===== src/rtl/rrs_regs.svh =====
`ifndef RRS_REGS_SVH
`define RRS_REGS_SVH
// Register byte offsets
`define RRS_OFF_CRC 12'h400
`define RRS_OFF_LADDR 12'h408
`define RRS_OFF_CRC_VAL 12'h40c
`define RRS_OFF_MATCH_IDX 12'h410
`define RRS_OFF_PDU 12'h414
`define RRS_OFF_CTE 12'h44c
`define RRS_OFF_DFE 12'h458
`define RRS_OFF_PTR 12'h504
`define RRS_OFF_CHAN 12'h508
`define RRS_OFF_IRQ_STAT 12'h600
`define RRS_OFF_IRQ_MASK 12'h604
// Reset values
`define RRS_RST_ZERO 32'h0000_0000
`define RRS_RST_CHAN_OFS 7'h02
`define RRS_RST_CHAN_MAP 1'h0
// Channel select fields
`define RRS_CHAN_OFS_MSB 6
`define RRS_CHAN_MAP_BIT 8
// Tone extension info fields
`define RRS_CTE_TIME_MSB 4
`define RRS_CTE_RSV_BIT 5
`define RRS_CTE_TYPE_LSB 6
`define RRS_CTE_TYPE_MSB 7
// Direction finding state fields
`define RRS_DFE_SW_MSB 2
`define RRS_DFE_SAMP_BIT 4
// Carrier bases in MHz
`define RRS_BASE_DEFAULT 12'h960
`define RRS_BASE_LOW 12'h938
// Antenna switching phase lengths in cycles
`define RRS_LEN_OFFSET 8'h04
`define RRS_LEN_GUARD 8'h08
`define RRS_LEN_REF 8'h10
`define RRS_LEN_SWITCH 8'h20
`define RRS_LEN_END 8'h02
// Interrupt bits
`define RRS_IRQ_RXEND 0
`define RRS_IRQ_CRCERR 1
`define RRS_IRQ_DFEEND 2
`define RRS_IRQ_W 3
`endif


===== src/rtl/rrs_pkg.sv =====
package rrs_pkg;
  // Per-packet status from the receiver
  typedef struct packed {
    logic crc_ok;
    logic [2:0] logical_addr;
    logic [23:0] crc_value;
    logic [2:0] match_index;
    logic [2:0] payload_status;
    logic [7:0] cte_info;
  } rrs_rx_status_t;
  // Antenna switching states, coded 0 to 5
  typedef enum logic [2:0] {
    RRS_SW_IDLE,
    RRS_SW_OFFSET,
    RRS_SW_GUARD,
    RRS_SW_REF,
    RRS_SW_SWITCHING,
    RRS_SW_ENDING
  } rrs_sw_state_t;
  // Sampler states, coded 0 and 1
  typedef enum logic {
    RRS_SAMP_IDLE,
    RRS_SAMP_ACTIVE
  } rrs_samp_state_t;
  // DMA request towards packet RAM
  typedef struct packed {
    logic [31:0] addr;
    logic to_ram;
  } rrs_dma_req_t;
endpackage


===== src/rtl/rrs_top.sv =====
// Our own choice: the APB interface to the registers.
`include "rrs_regs.svh"
module rrs_top (
  // Clock and reset
  input wire logic pclk,
  input wire logic presetn,
  // APB slave
  input wire logic psel,
  input wire logic penable,
  input wire logic pwrite,
  input wire logic [31:0] paddr,
  input wire logic [31:0] pwdata,
  output logic [31:0] prdata,
  output logic pready,
  output logic pslverr,
  // Receiver status
  input wire logic rx_done,
  input wire rrs_pkg::rrs_rx_status_t rx_status,
  // Packet transfer starts
  input wire logic tx_start,
  input wire logic rx_start,
  // Direction finding start
  input wire logic dfe_start,
  // Radio outputs
  output rrs_pkg::rrs_dma_req_t dma_req,
  output logic dma_req_valid,
  output logic [11:0] rf_freq_mhz,
  output logic antenna_switch_en,
  output logic sampler_en,
  // Interrupt
  output logic irq
);

  // Register state
  rrs_pkg::rrs_rx_status_t rx_stat_ff;
  logic [31:0] pkt_ptr_ff;
  logic [6:0] chan_ofs_ff;
  logic chan_map_ff;
  logic [`RRS_IRQ_W-1:0] irq_stat_ff;
  logic [`RRS_IRQ_W-1:0] irq_mask_ff;
  logic [31:0] prdata_ff;
  logic pslverr_ff;
  rrs_pkg::rrs_dma_req_t dma_req_ff;
  logic dma_valid_ff;
  logic [11:0] freq_ff;
  rrs_pkg::rrs_sw_state_t sw_state_ff;
  rrs_pkg::rrs_sw_state_t nxt_sw_state;
  rrs_pkg::rrs_samp_state_t samp_state_ff;
  logic [7:0] sw_cnt_ff;
  logic [7:0] nxt_sw_cnt;
  logic dfe_end_ff;

  // Bus phase decode
  logic setup_ph;
  logic access_ph;
  logic wr_en;
  logic [11:0] ofs;
  logic [31:0] rd_val;
  logic rd_hit;
  logic [7:0] phase_len;
  logic [`RRS_IRQ_W-1:0] irq_events;
  logic [`RRS_IRQ_W-1:0] irq_w1c;

  assign setup_ph = psel && !penable;
  assign access_ph = psel && penable;
  assign wr_en = access_ph && pwrite;
  assign ofs = paddr[11:0];

  // Zero wait state answer
  assign pready = 1'b1;
  assign prdata = prdata_ff;
  assign pslverr = pslverr_ff && access_ph;

  // Read mux
  always_comb
  begin
    rd_val = `RRS_RST_ZERO;
    rd_hit = 1'b1;
    case (ofs)
      `RRS_OFF_CRC:
        rd_val[0] = rx_stat_ff.crc_ok;
      `RRS_OFF_LADDR:
        rd_val[2:0] = rx_stat_ff.logical_addr;
      `RRS_OFF_CRC_VAL:
        rd_val[23:0] = rx_stat_ff.crc_value;
      `RRS_OFF_MATCH_IDX:
        rd_val[2:0] = rx_stat_ff.match_index;
      `RRS_OFF_PDU:
        rd_val[2:0] = rx_stat_ff.payload_status;
      `RRS_OFF_CTE:
      begin
        rd_val[`RRS_CTE_TIME_MSB:0] = rx_stat_ff.cte_info[`RRS_CTE_TIME_MSB:0];
        rd_val[`RRS_CTE_RSV_BIT] = rx_stat_ff.cte_info[`RRS_CTE_RSV_BIT];
        rd_val[`RRS_CTE_TYPE_MSB:`RRS_CTE_TYPE_LSB] =
          rx_stat_ff.cte_info[`RRS_CTE_TYPE_MSB:`RRS_CTE_TYPE_LSB];
      end
      `RRS_OFF_DFE:
      begin
        rd_val[`RRS_DFE_SW_MSB:0] = sw_state_ff;
        rd_val[`RRS_DFE_SAMP_BIT] = samp_state_ff;
      end
      `RRS_OFF_PTR:
        rd_val = pkt_ptr_ff;
      `RRS_OFF_CHAN:
      begin
        rd_val[`RRS_CHAN_OFS_MSB:0] = chan_ofs_ff;
        rd_val[`RRS_CHAN_MAP_BIT] = chan_map_ff;
      end
      `RRS_OFF_IRQ_STAT:
        rd_val[`RRS_IRQ_W-1:0] = irq_stat_ff;
      `RRS_OFF_IRQ_MASK:
        rd_val[`RRS_IRQ_W-1:0] = irq_mask_ff;
      default:
        rd_hit = 1'b0;
    endcase
  end

  // Read data and error captured in setup
  always_ff @(posedge pclk or negedge presetn)
  begin
    if (!presetn)
    begin
      prdata_ff <= `RRS_RST_ZERO;
      pslverr_ff <= 1'b0;
    end
    else if (setup_ph)
    begin
      prdata_ff <= pwrite ? `RRS_RST_ZERO : rd_val;
      pslverr_ff <= !rd_hit;
    end
  end

  always_ff @(posedge pclk or negedge presetn)
  begin
    if (!presetn)
      rx_stat_ff <= '0;
    else if (rx_done)
      rx_stat_ff <= rx_status;
  end

  // Packet pointer, any byte address kept as written
  always_ff @(posedge pclk or negedge presetn)
  begin
    if (!presetn)
      pkt_ptr_ff <= `RRS_RST_ZERO;
    else if (wr_en && ofs == `RRS_OFF_PTR)
      pkt_ptr_ff <= pwdata;
  end

  // Channel select register
  always_ff @(posedge pclk or negedge presetn)
  begin
    if (!presetn)
    begin
      chan_ofs_ff <= `RRS_RST_CHAN_OFS;
      chan_map_ff <= `RRS_RST_CHAN_MAP;
    end
    else if (wr_en && ofs == `RRS_OFF_CHAN)
    begin
      chan_ofs_ff <= pwdata[`RRS_CHAN_OFS_MSB:0];
      chan_map_ff <= pwdata[`RRS_CHAN_MAP_BIT];
    end
  end

  // Carrier frequency from map and offset
  always_ff @(posedge pclk or negedge presetn)
  begin
    if (!presetn)
      freq_ff <= `RRS_BASE_DEFAULT;
    else if (chan_map_ff)
      freq_ff <= `RRS_BASE_LOW + {5'h00, chan_ofs_ff};
    else
      freq_ff <= `RRS_BASE_DEFAULT + {5'h00, chan_ofs_ff};
  end

  assign rf_freq_mhz = freq_ff;

  // pointer handed to DMA at start
  always_ff @(posedge pclk or negedge presetn)
  begin
    if (!presetn)
    begin
      dma_req_ff <= '0;
      dma_valid_ff <= 1'b0;
    end
    else if (tx_start || rx_start)
    begin
      dma_req_ff.addr <= pkt_ptr_ff;
      dma_req_ff.to_ram <= rx_start;
      dma_valid_ff <= 1'b1;
    end
    else if (rx_done)
      dma_valid_ff <= 1'b0;
  end

  assign dma_req = dma_req_ff;
  assign dma_req_valid = dma_valid_ff;

  // Length of the current switching phase
  always_comb
  begin
    case (sw_state_ff)
      rrs_pkg::RRS_SW_OFFSET:
        phase_len = `RRS_LEN_OFFSET;
      rrs_pkg::RRS_SW_GUARD:
        phase_len = `RRS_LEN_GUARD;
      rrs_pkg::RRS_SW_REF:
        phase_len = `RRS_LEN_REF;
      rrs_pkg::RRS_SW_SWITCHING:
        phase_len = `RRS_LEN_SWITCH;
      rrs_pkg::RRS_SW_ENDING:
        phase_len = `RRS_LEN_END;
      default:
        phase_len = 8'h01;
    endcase
  end

  // Switching state sequence
  always_comb
  begin
    nxt_sw_state = sw_state_ff;
    nxt_sw_cnt = sw_cnt_ff + 8'h01;
    case (sw_state_ff)
      rrs_pkg::RRS_SW_IDLE:
      begin
        nxt_sw_cnt = 8'h00;
        if (dfe_start)
          nxt_sw_state = rrs_pkg::RRS_SW_OFFSET;
      end
      rrs_pkg::RRS_SW_OFFSET:
        if (nxt_sw_cnt == phase_len)
          nxt_sw_state = rrs_pkg::RRS_SW_GUARD;
      rrs_pkg::RRS_SW_GUARD:
        if (nxt_sw_cnt == phase_len)
          nxt_sw_state = rrs_pkg::RRS_SW_REF;
      rrs_pkg::RRS_SW_REF:
        if (nxt_sw_cnt == phase_len)
          nxt_sw_state = rrs_pkg::RRS_SW_SWITCHING;
      rrs_pkg::RRS_SW_SWITCHING:
        if (nxt_sw_cnt == phase_len)
          nxt_sw_state = rrs_pkg::RRS_SW_ENDING;
      rrs_pkg::RRS_SW_ENDING:
        if (nxt_sw_cnt == phase_len)
          nxt_sw_state = rrs_pkg::RRS_SW_IDLE;
      default:
        nxt_sw_state = rrs_pkg::RRS_SW_IDLE;
    endcase
    if (nxt_sw_state != sw_state_ff)
      nxt_sw_cnt = 8'h00;
  end

  always_ff @(posedge pclk or negedge presetn)
  begin
    if (!presetn)
    begin
      sw_state_ff <= rrs_pkg::RRS_SW_IDLE;
      sw_cnt_ff <= 8'h00;
    end
    else
    begin
      sw_state_ff <= nxt_sw_state;
      sw_cnt_ff <= nxt_sw_cnt;
    end
  end

  always_ff @(posedge pclk or negedge presetn)
  begin
    if (!presetn)
      samp_state_ff <= rrs_pkg::RRS_SAMP_IDLE;
    else if (nxt_sw_state == rrs_pkg::RRS_SW_REF ||
             nxt_sw_state == rrs_pkg::RRS_SW_SWITCHING)
      samp_state_ff <= rrs_pkg::RRS_SAMP_ACTIVE;
    else
      samp_state_ff <= rrs_pkg::RRS_SAMP_IDLE;
  end

  assign antenna_switch_en = (sw_state_ff != rrs_pkg::RRS_SW_IDLE);
  assign sampler_en = (samp_state_ff == rrs_pkg::RRS_SAMP_ACTIVE);

  // End of a direction finding run
  always_ff @(posedge pclk or negedge presetn)
  begin
    if (!presetn)
      dfe_end_ff <= 1'b0;
    else
      dfe_end_ff <= (sw_state_ff == rrs_pkg::RRS_SW_ENDING) &&
                    (nxt_sw_state == rrs_pkg::RRS_SW_IDLE);
  end

  // Interrupt events and write-one-to-clear
  always_comb
  begin
    irq_events = '0;
    irq_events[`RRS_IRQ_RXEND] = rx_done;
    irq_events[`RRS_IRQ_CRCERR] = rx_done && !rx_status.crc_ok;
    irq_events[`RRS_IRQ_DFEEND] = dfe_end_ff;
    irq_w1c = '0;
    if (wr_en && ofs == `RRS_OFF_IRQ_STAT)
      irq_w1c = pwdata[`RRS_IRQ_W-1:0];
  end

  // Sticky status, set wins over clear
  always_ff @(posedge pclk or negedge presetn)
  begin
    if (!presetn)
      irq_stat_ff <= '0;
    else
      irq_stat_ff <= (irq_stat_ff & ~irq_w1c) | irq_events;
  end

  // Interrupt mask register
  always_ff @(posedge pclk or negedge presetn)
  begin
    if (!presetn)
      irq_mask_ff <= '0;
    else if (wr_en && ofs == `RRS_OFF_IRQ_MASK)
      irq_mask_ff <= pwdata[`RRS_IRQ_W-1:0];
  end

  // Level interrupt
  assign irq = |(irq_stat_ff & irq_mask_ff);

endmodule


===== config.mk =====
export PLATFORM = sky130hd
export DESIGN_NAME = rrs_top
export DESIGN_NICKNAME = d
export VERILOG_FILES = /design/src/rtl/rrs_pkg.sv /design/src/rtl/rrs_top.sv
export VERILOG_INCLUDE_DIRS = /design/src /design/src/rtl
export SDC_FILE = /design/constraint.sdc
export NUM_CORES = 1
export LEC_CHECK = 0
export BUFFER_PORTS_ARGS = -buffer_cell sky130_fd_sc_hd__buf_4
export CAP_MARGIN = 40
export CORE_ASPECT_RATIO = 1.25
export CORE_MARGIN = 2
export CORE_UTILIZATION = 41
export CTS_CLUSTER_DIAMETER = 200
export DETAILED_ROUTE_END_ITERATION = 10
export PLACE_DENSITY_LB_ADDON = 0.2
export SETUP_SLACK_MARGIN = 0.4
export SLEW_MARGIN = 30
export SYNTH_ARGS = -nofsm -noshare
export SYNTH_HDL_FRONTEND = slang
export SYNTH_SLANG_ARGS = --single-unit

===== constraint.sdc =====
create_clock -name pclk -period 4.18 [get_ports pclk]
set_clock_uncertainty 0.05 [all_clocks]
set_input_delay 0.836 -clock pclk [delete_from_list [all_inputs] [get_ports pclk]]
set_output_delay 0.836 -clock pclk [all_outputs]
set_load 0.01 [all_outputs]

==> impl_metrics.yaml, run 1 <==
clocking:
  postCtsHoldBufs: 0
  clock_path_buffers: 2
  cts_buffers: 17
  htreeDepth: 4
  cts_tree: "done"
  cts.sinks: 176
  cts_setup_buffers: 0
  root_buffer: "clkbuf_16"
  clk_latency_ns: 0.43
  ctsResizeCount: 0
  clk_pin_slew_ns: 0.07
finish:
  syn_to_final_growth_pct: 26.6
  stdcell_count: 1052
  drive_gt1_frac: 0.385
  antennaDiodeCount: 0
  fin_nets: 927
worst_setup_path:
  slowest_delay_ns: 0.53
  path_cells: "buf_4, nor4_2, and2_1, and4_1, nor2b_4, buf_12, mux2_1"
  reg2reg_depth: 8
  path_class: "primary input to flop"
  crit_arrival_ns: 3.11
  critPathTopFamily: "simple AND/OR/NAND/NOR gates"
  start_kind: "primary input"
  critical_path_depth: 7
  crit_buf_inv: 2
  rrSetupSlack_ns: 1.68
  reg2reg_to: "sw_cnt_ff[3]$_DFF_PN0_"
  r2r-start: "sw_cnt_ff[0]$_DFF_PN0_"
  critPathRequiredTime_ns: 4.44
  end_kind: "flop"
  worstPathMaxFanout: 18
  slowest_stage: "nor2b_4"
detailed_routing:
  routedWlPerCell_um: 18.6
  viasPerCell: 5.37
  drt_wl_total_mm: 19.6
  vias: 5650
  drc: 0
  route.met2.wl_mm: 10.1
  wl_met1_mm: 8.03
  drt_iter0_markers: 426
  top_layer: "met4"
  wl_met3_mm: 1.01
  firstDrtPassIters: 5
  antenna_left: 0
job:
  cap_viol_max_count: 0
synth:
  synthCells: 645
  synth_edf_count: 0
  yosys.area.top_type: "dfrtp_1"
  yosysTopAreaCellShare: 0.551
  synth_area_mm2: 0.00786
  synth-seq-cells: 176
  ys_warn_count: 0
  async_flop_share: 1.00
  synth_cell_types: 66
  synthTopCellsByArea: "dfrtp_1, mux2_2, mux2_1, nand2_1, a22oi_1"
  synth_ff_type: "dfrtp_1"
  ys_seq_area_frac: 0.561
  postSynthAreaPerCell_um2: 12.2
timing:
  worst_slew_pin_slew_ns: 0.743
  period_minus_slack_ns: 2.85
  final_hold_viol_count: 0
  fmax_mhz: 351
  slew_viol_final: 0
  layout_setup_ws_ns: 1.33
  setup_viol: 0
  slew_headroom: 0.502
  rsz0062_at_grt: "no"
  period_share: 0.682
  fin_tns_setup_ns: 0
power_and_ir_drop:
  finalPower_mw: 3.90
  p_per_area_mw_per_mm2: 392
  p_leak_nw: 4.82
  peakVddDrop_v: 0.000255
floorplan:
  dieWidth_um: 128
  initial_core_util: 0.418
  num_rows: 56
  die_y_um: 159
  ios: 198
  die_area_mm2: 0.0203
  core_mm2: 0.0188
place:
  dp_cells: 1019
  pre_cts_slack_ns: 0.887
  gp_congestion: 0.891
  dp_hpwl_mm: 14.2
  portBuffers: 172
grt:
  grt_max_degree: 93
  antenna_found_initial: 0
  grt_pass1_vias: 5833
  gr-usage-all-layers: 0.198
  overflow: 0
  grt_pass1_wl_mm: 31.2
hold_path:
  hp-class: "primary input to async pin"
status:
  status: "finished, final reports clean"
## routing by layer
metal | GRT usage | up-vias
li1 | - | 2616
met1 | 0.243 | 2829
met2 | 0.338 | 172
met3 | 0.0374 | 33
met4 | 0.0854 | 0
met5 | 0 | -
## report_power, final
| part | total [mW] | internal [mW] | switching (mW) |
|---|---|---|---|
| logic | 0.499 | 0.244 | 0.255 |
| clock network | 1.52 | 0.803 | 0.713 |
| registers | 1.88 | 1.79 | 0.0935 |
| total | 3.90 | 2.83 | 1.06 |
## placed cells by master, fill, tap and decap left out, drive strengths merged, types with 5 or more instances in the layout
cell type and instances:
mux2i 9, nand2 63, a22o 6, nor3 5, ha 5, xnor2 7
buf 182, and3 7, nor2 30, dfrtp 173, xor2 6, a22oi 22
conb 5, nor2b 8, nand3 13, inv 19, clkbuf 19, a21oi 13
mux2 118, o21ai 38, nand2b 9
## final cells by class
cell class / instances / area, µm²
clock buffer: 19 / 443
clock inverter: 13 / 124
fill: 1642 / 8830
inverter: 12 / 45.0
multi-input combinational: 418 / 3200
sequential: 176 / 4410
tap: 232 / 290
timing repair buffer: 182 / 1440
## worst max-delay path by stage
| stage | end | startpoint |
|---|---|---|
| 2_1_floorplan | pkt_ptr_ff[0]$_DFFE_PN0P_ | paddr[1] |
| 4_1_cts | pkt_ptr_ff[16]$_DFFE_PN0P_ | paddr[1] |
| 6_report | pkt_ptr_ff[16]$_DFFE_PN0P_ | paddr[1] |
| 3_5_place_dp | pkt_ptr_ff[16]$_DFFE_PN0P_ | paddr[1] |
| 3_3_place_gp | prdata[31]$_DFFE_PN0P_ | paddr[1] |
| 5_1_grt | prdata[30]$_DFFE_PN0P_ | paddr[1] |
## Yosys cell counts (5+ instances only)
cell type,count
dfrtp_1,173
mux2_2,78
nand2_1,63
mux2_1,32
nor2_1,29
o21ai_1,24
a22oi_1,22
clkbuf_1,21
o21ai_0,14
a21oi_1,13
nand3_1,13
inv_1,12
mux2i_1,9
buf_2,8
mux2_4,8
nand2b_1,8
nor2b_1,8
and3_1,7
xnor2_1,7
a22o_1,6
buf_4,6
buf_6,6
xor2_1,6
ha_1,5
## state kept, by name, summed over array words and instances, names as in the netlist, 7 cells and up
name,flops
rx_stat_ff,42
dma_req,33
pkt_ptr_ff,32
prdata,32
rf_freq_mhz,8
sw_cnt_ff,8
chan_ofs_ff,7
## cells by family after synthesis
family	count (synthesis)	synth area share
DFF	176	0.561
muxes	127	0.184
other	2	0.000956
AOI/OAI and AO/OA	107	0.0906
xor gates and xnor gates	13	0.0145
buffers and inverters	54	0.0357
and+or+nand+nor	161	0.105
adders and majority gates	5	0.00796
## stage by stage
step / util / hold WS (ns) / instance area [µm²]
after floorplan: - / 0.323 / 7870
after global placement: 0.496 / 0.359 / 9310
after detailed placement: 0.498 / 0.358 / 9360
after CTS: 0.528 / 0.373 / 9920
after global routing: 0.530 / 0.190 / 9950
final: 0.530 / 0.200 / 9950
Note: power is estimated with default switching activity, not from simulation.
==> run 2, diff against run 1 <==
Clock period 4.18 ns to 2.4 ns, I/O delays scaled along.
==> impl_metrics.yaml, run 2 (same netlist as run 1, synthesis figures left out) <==
place:
  gp_congestion: 0.850
  portBuffers: 172
  dp_hpwl_mm: 14.5
  pre_cts_slack_ns: 0.0911
finish:
  largest_register_ffs: 42
  syn_to_final_growth_pct: 30.6
  ff_latch_area_mm2: 0.00441
  antennaDiodeCount: 0
  multi_input_area_mm2: 0.00329
  regMostFlops: "rx_stat_ff"
  fin_nets: 948
  layout_common_cells: "buf_4, dfrtp_1, mux2_2"
  nFillCells: 1632
  final_common_cell: "buf_4"
  drive_gt1_frac: 0.417
timing:
  fin_tns_setup_ns: 0
  fmax_mhz: 475
  rsz0062_at_grt: "yes"
  layout_setup_ws_ns: 0.297
  period_minus_slack_ns: 2.10
  period_share: 0.876
  setup_viol: 0
  worst_slew_pin_slew_ns: 0.681
  slew_headroom: 0.546
  slew_viol_final: 0
  final_hold_viol_count: 0
worst_setup_path:
  crit_arrival_ns: 2.37
  start_kind: "flop"
  critPathRequiredTime_ns: 2.67
  crit_buf_inv: 1
  slowest_stage: "dfrtp_1"
  end_kind: "flop"
  critPathTopFamily: "compound AO/OA/AOI/OAI gates"
  path_cells: "ha_4, xor2_4, mux2_4, o22ai_2, o2111a_1, o211ai_1, buf_4, xor2_1, nor2_1"
  slowest_delay_ns: 0.42
  rrSetupSlack_ns: 0.30
  path_class: "flop to flop"
  worstPathMaxFanout: 3
clocking:
  clock_path_buffers: 2
  clk_latency_ns: 0.42
  cts_tree: "done"
  htreeDepth: 4
  cts.sinks: 176
  root_buffer: "clkbuf_16"
  cts_buffers: 17
  clk_pin_slew_ns: 0.07
grt:
  grt_pass1_wl_mm: 32.9
  grt_pass1_vias: 6160
  gr-usage-all-layers: 0.207
  antenna_found_initial: 0
  overflow: 0
  grt_max_degree: 54
floorplan:
  initial_core_util: 0.418
  die_area_mm2: 0.0203
  dieWidth_um: 128
  ios: 198
  num_rows: 56
  core_mm2: 0.0188
  die_y_um: 159
power_and_ir_drop:
  peakVddDrop_v: 0.000484
  p_per_area_mw_per_mm2: 714
  p_leak_nw: 4.97
detailed_routing:
  drt_wl_total_mm: 20.5
  routedWlPerCell_um: 19.1
  firstDrtPassIters: 5
  drc: 0
  drt_iter0_markers: 406
  vias: 5747
  antenna_left: 0
  viasPerCell: 5.36
job:
  cap_viol_max_count: 0
hold_path:
  hp-class: "primary input to flop"
status:
  status: "finished, final reports clean"
run 2: cell count changes in the layout (fill, tap and decap cells not counted), sizes merged:
cell,change
buf,+20
bufinv,+3
inv,-3
clkinvlp,-2
clkinv,+1
dlygate4sd3,+1
run 2: final cells by class:
class / instances / share of cell area
clock inverter: 12 / 0.0171
timing repair buffer: 203 / 0.157
clock buffer: 19 / 0.0432
sequential: 176 / 0.430
inverter: 12 / 0.00439
multi-input combinational: 418 / 0.321
tap: 232 / 0.0283
run 2: layer usage:
| metal | track usage | up-vias | share of wire |
|---|---|---|---|
| li1 | - | 2656 | - |
| met1 | 0.258 | 2897 | 0.42 |
| met2 | 0.364 | 176 | 0.52 |
| met3 | 0.0435 | 18 | 0.046 |
| met4 | 0.0529 | 0 | 0.013 |
| met5 | 0 | - | 0 |
run 2: path summary, 6_finish.rpt:
path | from | end | depth (start not counted)
hold / removal | rx_start | dma_req[0]$_DFFE_PN0P_ | 2
hold reg to reg | chan_ofs_ff[0]$_DFFE_PN0P_ | rf_freq_mhz[0]$_DFF_PN0_ | 0
max in group asynchronous | presetn | rf_freq_mhz[5]$_DFF_PN1_ | 3
setup reg to reg | sw_cnt_ff[1]$_DFF_PN0_ | sw_state_ff[1]$_DFF_PN0_ | 9
setup / recovery | sw_cnt_ff[1]$_DFF_PN0_ | sw_state_ff[1]$_DFF_PN0_ | 9
min in group asynchronous | presetn | dma_req[31]$_DFFE_PN0P_ | 2
run 2: power breakdown:
group / switching, mW / internal, mW / total [mW]
sequential: 0.137 / 3.11 / 3.25
clock: 1.21 / 1.69 / 2.90
combinational: 0.555 / 0.622 / 1.18
run 2: timing repair:
item                                    4_1_cts  5_1_grt
endpoints found under the hold margin        28        0
endpoints found under the setup margin       11       12
buffers inserted                              4        3
resized for setup                            10        6
hold buffers                                  1        0
pin swaps                                     5        5
run 2: through the flow:
stage          hold WS, ns  cell area (µm²)  power (mW)   util  std cells
2_1_floorplan        0.134             7920        3.85      -        648
3_3_place_gp         0.347             9500        4.22  0.506       1033
3_5_place_dp         0.359             9500        4.26  0.506       1033
4_1_cts              0.193            10200        7.34  0.544       1069
5_1_grt              0.199            10300        7.66  0.546       1072
6_report             0.210            10300        7.33  0.546       1072
==> run 3, diff against run 2 <==
--- a/constraint.sdc
+++ b/constraint.sdc
@@ -3,3 +3,3 @@
 set_input_delay 0.48 -clock pclk [delete_from_list [all_inputs] [get_ports pclk]]
 set_output_delay 0.48 -clock pclk [all_outputs]
-set_load 0.01 [all_outputs]
+set_load 0.05 [all_outputs]
==> impl_metrics.yaml, run 3 (same netlist as run 1, synthesis figures left out) <==
power_and_ir_drop:
  p_seq_frac: 0.443
  p_switching_mw: 1.96
  combPwrFrac: 0.162
  p_int_mw: 5.38
  clkPwrFrac: 0.396
  peakVddDrop_v: 0.000487
  finalPower_mw: 7.34
  swShare: 0.267
  p_leak_nw: 4.95
  p_per_area_mw_per_mm2: 717
detailed_routing:
  viasPerCell: 5.37
  vias: 5745
  routedWlPerCell_um: 19.1
  firstDrtPassIters: 5
  drc: 0
  antenna_left: 0
  drt_wl_total_mm: 20.5
  drt_iter0_markers: 417
worst_setup_path:
  crit_arrival_ns: 2.41
  worstPathMaxFanout: 3
  critPathRequiredTime_ns: 2.71
  start_kind: "flop"
  path_class: "flop to flop"
  end_kind: "flop"
  reg2reg_depth: 9
  reg2reg_to: "sw_state_ff[1]$_DFF_PN0_"
  rrSetupSlack_ns: 0.29
  r2r-start: "sw_cnt_ff[1]$_DFF_PN0_"
floorplan:
  die_y_um: 159
  dieWidth_um: 128
  die_area_mm2: 0.0203
  initial_core_util: 0.418
  core_mm2: 0.0188
  num_rows: 56
  ios: 198
finish:
  layout_common_cells: "buf_4, dfrtp_1, mux2_2"
  drive_gt1_frac: 0.413
  largest_register_ffs: 42
  regMostFlops: "rx_stat_ff"
  antennaDiodeCount: 0
  syn_to_final_growth_pct: 30.3
  fin_area_mm2: 0.0102
  fin_nets: 945
  final_common_cell: "buf_4"
timing:
  final_hold_viol_count: 0
  fin_tns_setup_ns: 0
  worst_slew_pin_slew_ns: 0.679
  slew_viol_final: 0
  fmax_mhz: 475
  rsz0062_at_grt: "yes"
  period_minus_slack_ns: 2.11
  period_share: 0.878
  setup_viol: 0
  slew_headroom: 0.548
place:
  portBuffers: 172
  place_area_mm2: 0.00950
  dp_hpwl_mm: 14.5
  gp_congestion: 0.850
grt:
  grt_pass1_vias: 6162
  antenna_found_initial: 0
  gr-usage-all-layers: 0.207
  grt_max_degree: 54
  grt_pass1_wl_mm: 32.9
  overflow: 0
hold_path:
  hp-class: "primary input to flop"
  whs_path_depth: 2
  whs_endpoint: "dma_req[0]$_DFFE_PN0P_"
  min-delay-start: "rx_start"
job:
  cap_viol_max_count: 0
clocking:
  clk_pin_slew_ns: 0.07
  clock_path_buffers: 2
  cts.sinks: 176
  clk_latency_ns: 0.43
  cts_tree: "done"
  cts_buffers: 17
  htreeDepth: 4
  root_buffer: "clkbuf_16"
status:
  status: "finished, final reports clean"
run 3: cell types whose count changed in the layout (fill, tap and decap cells not counted), sizes merged:
cell / change
buf: -3
run 3: routing by layer:
| layer | wire (µm) | up-vias | GRT usage |
|---|---|---|---|
| met5 | 0 | - | 0 |
| met4 | 297 | 0 | 0.0529 |
| met3 | 962 | 21 | 0.0435 |
| met2 | 10600 | 179 | 0.364 |
| met1 | 8630 | 2899 | 0.258 |
| li1 | - | 2646 | - |
run 3: per-stage QoR:
stage | hold slack (ns) | util | worst slack, ns | instances
4_1_cts | 0.193 | 0.545 | 0.271 | 1068
5_1_grt | 0.199 | 0.545 | 0.171 | 1069
3_5_place_dp | 0.359 | 0.506 | 0.0911 | 1033
3_3_place_gp | 0.347 | 0.506 | 0.121 | 1033
2_1_floorplan | 0.134 | - | 0.309 | 648
6_report | 0.207 | 0.545 | 0.294 | 1069
run 3: cell type report:
type | instances | area [µm²]
Clock buffer | 19 | 443
Clock inverter | 12 | 175
Fill cell | 1629 | 8540
Inverter | 12 | 45.0
Multi-Input combinational cell | 418 | 3290
Sequential cell | 176 | 4410
Tap cell | 232 | 290
Timing Repair Buffer | 200 | 1590
run 3: how the worst max path moves through the flow:
stage / from / end / slack [ns] / cells past startpoint
CTS: sw_cnt_ff[0]$_DFF_PN0_ / sw_state_ff[1]$_DFF_PN0_ / 0.27 / 9
finish: sw_cnt_ff[1]$_DFF_PN0_ / sw_state_ff[1]$_DFF_PN0_ / 0.29 / 9
global route: sw_cnt_ff[1]$_DFF_PN0_ / sw_state_ff[1]$_DFF_PN0_ / 0.17 / 9
floorplan: paddr[1] / pkt_ptr_ff[0]$_DFFE_PN0P_ / 0.31 / 7
detailed placement: paddr[4] / pkt_ptr_ff[31]$_DFFE_PN0P_ / 0.09 / 7
global placement: paddr[4] / pkt_ptr_ff[23]$_DFFE_PN0P_ / 0.12 / 7
run 3: critical path, stage by stage, from the launching register on:
cell	delay [ns]
dfrtp_1	0.42
ha_4	0.20
xor2_4	0.18
mux2_4	0.32
o22ai_2	0.13
o2111a_1	0.23
o211ai_1	0.09
buf_4	0.16
xor2_1	0.15
nor2_1	0.09
run 3: what timing repair did:
action / 4_1_cts / 5_1_grt
endpoints found under the setup margin: 12 / 12
resized for setup: 13 / 3
pin swaps: 6 / 5
buffers inserted: 3 / 1
hold endpoints to repair: 28 / 0
hold buffers: 1 / 0
run 3: power by group through the flow:
stage | logic [mW] | registers (mW) | clock network, mW
after CTS | 1.18 | 3.25 | 2.96
after global placement | 1.00 | 3.28 | 0
after floorplan | 0.630 | 3.29 | 0
after global routing | 1.30 | 3.27 | 3.10
after detailed placement | 1.03 | 3.29 | 0
final | 1.19 | 3.25 | 2.90
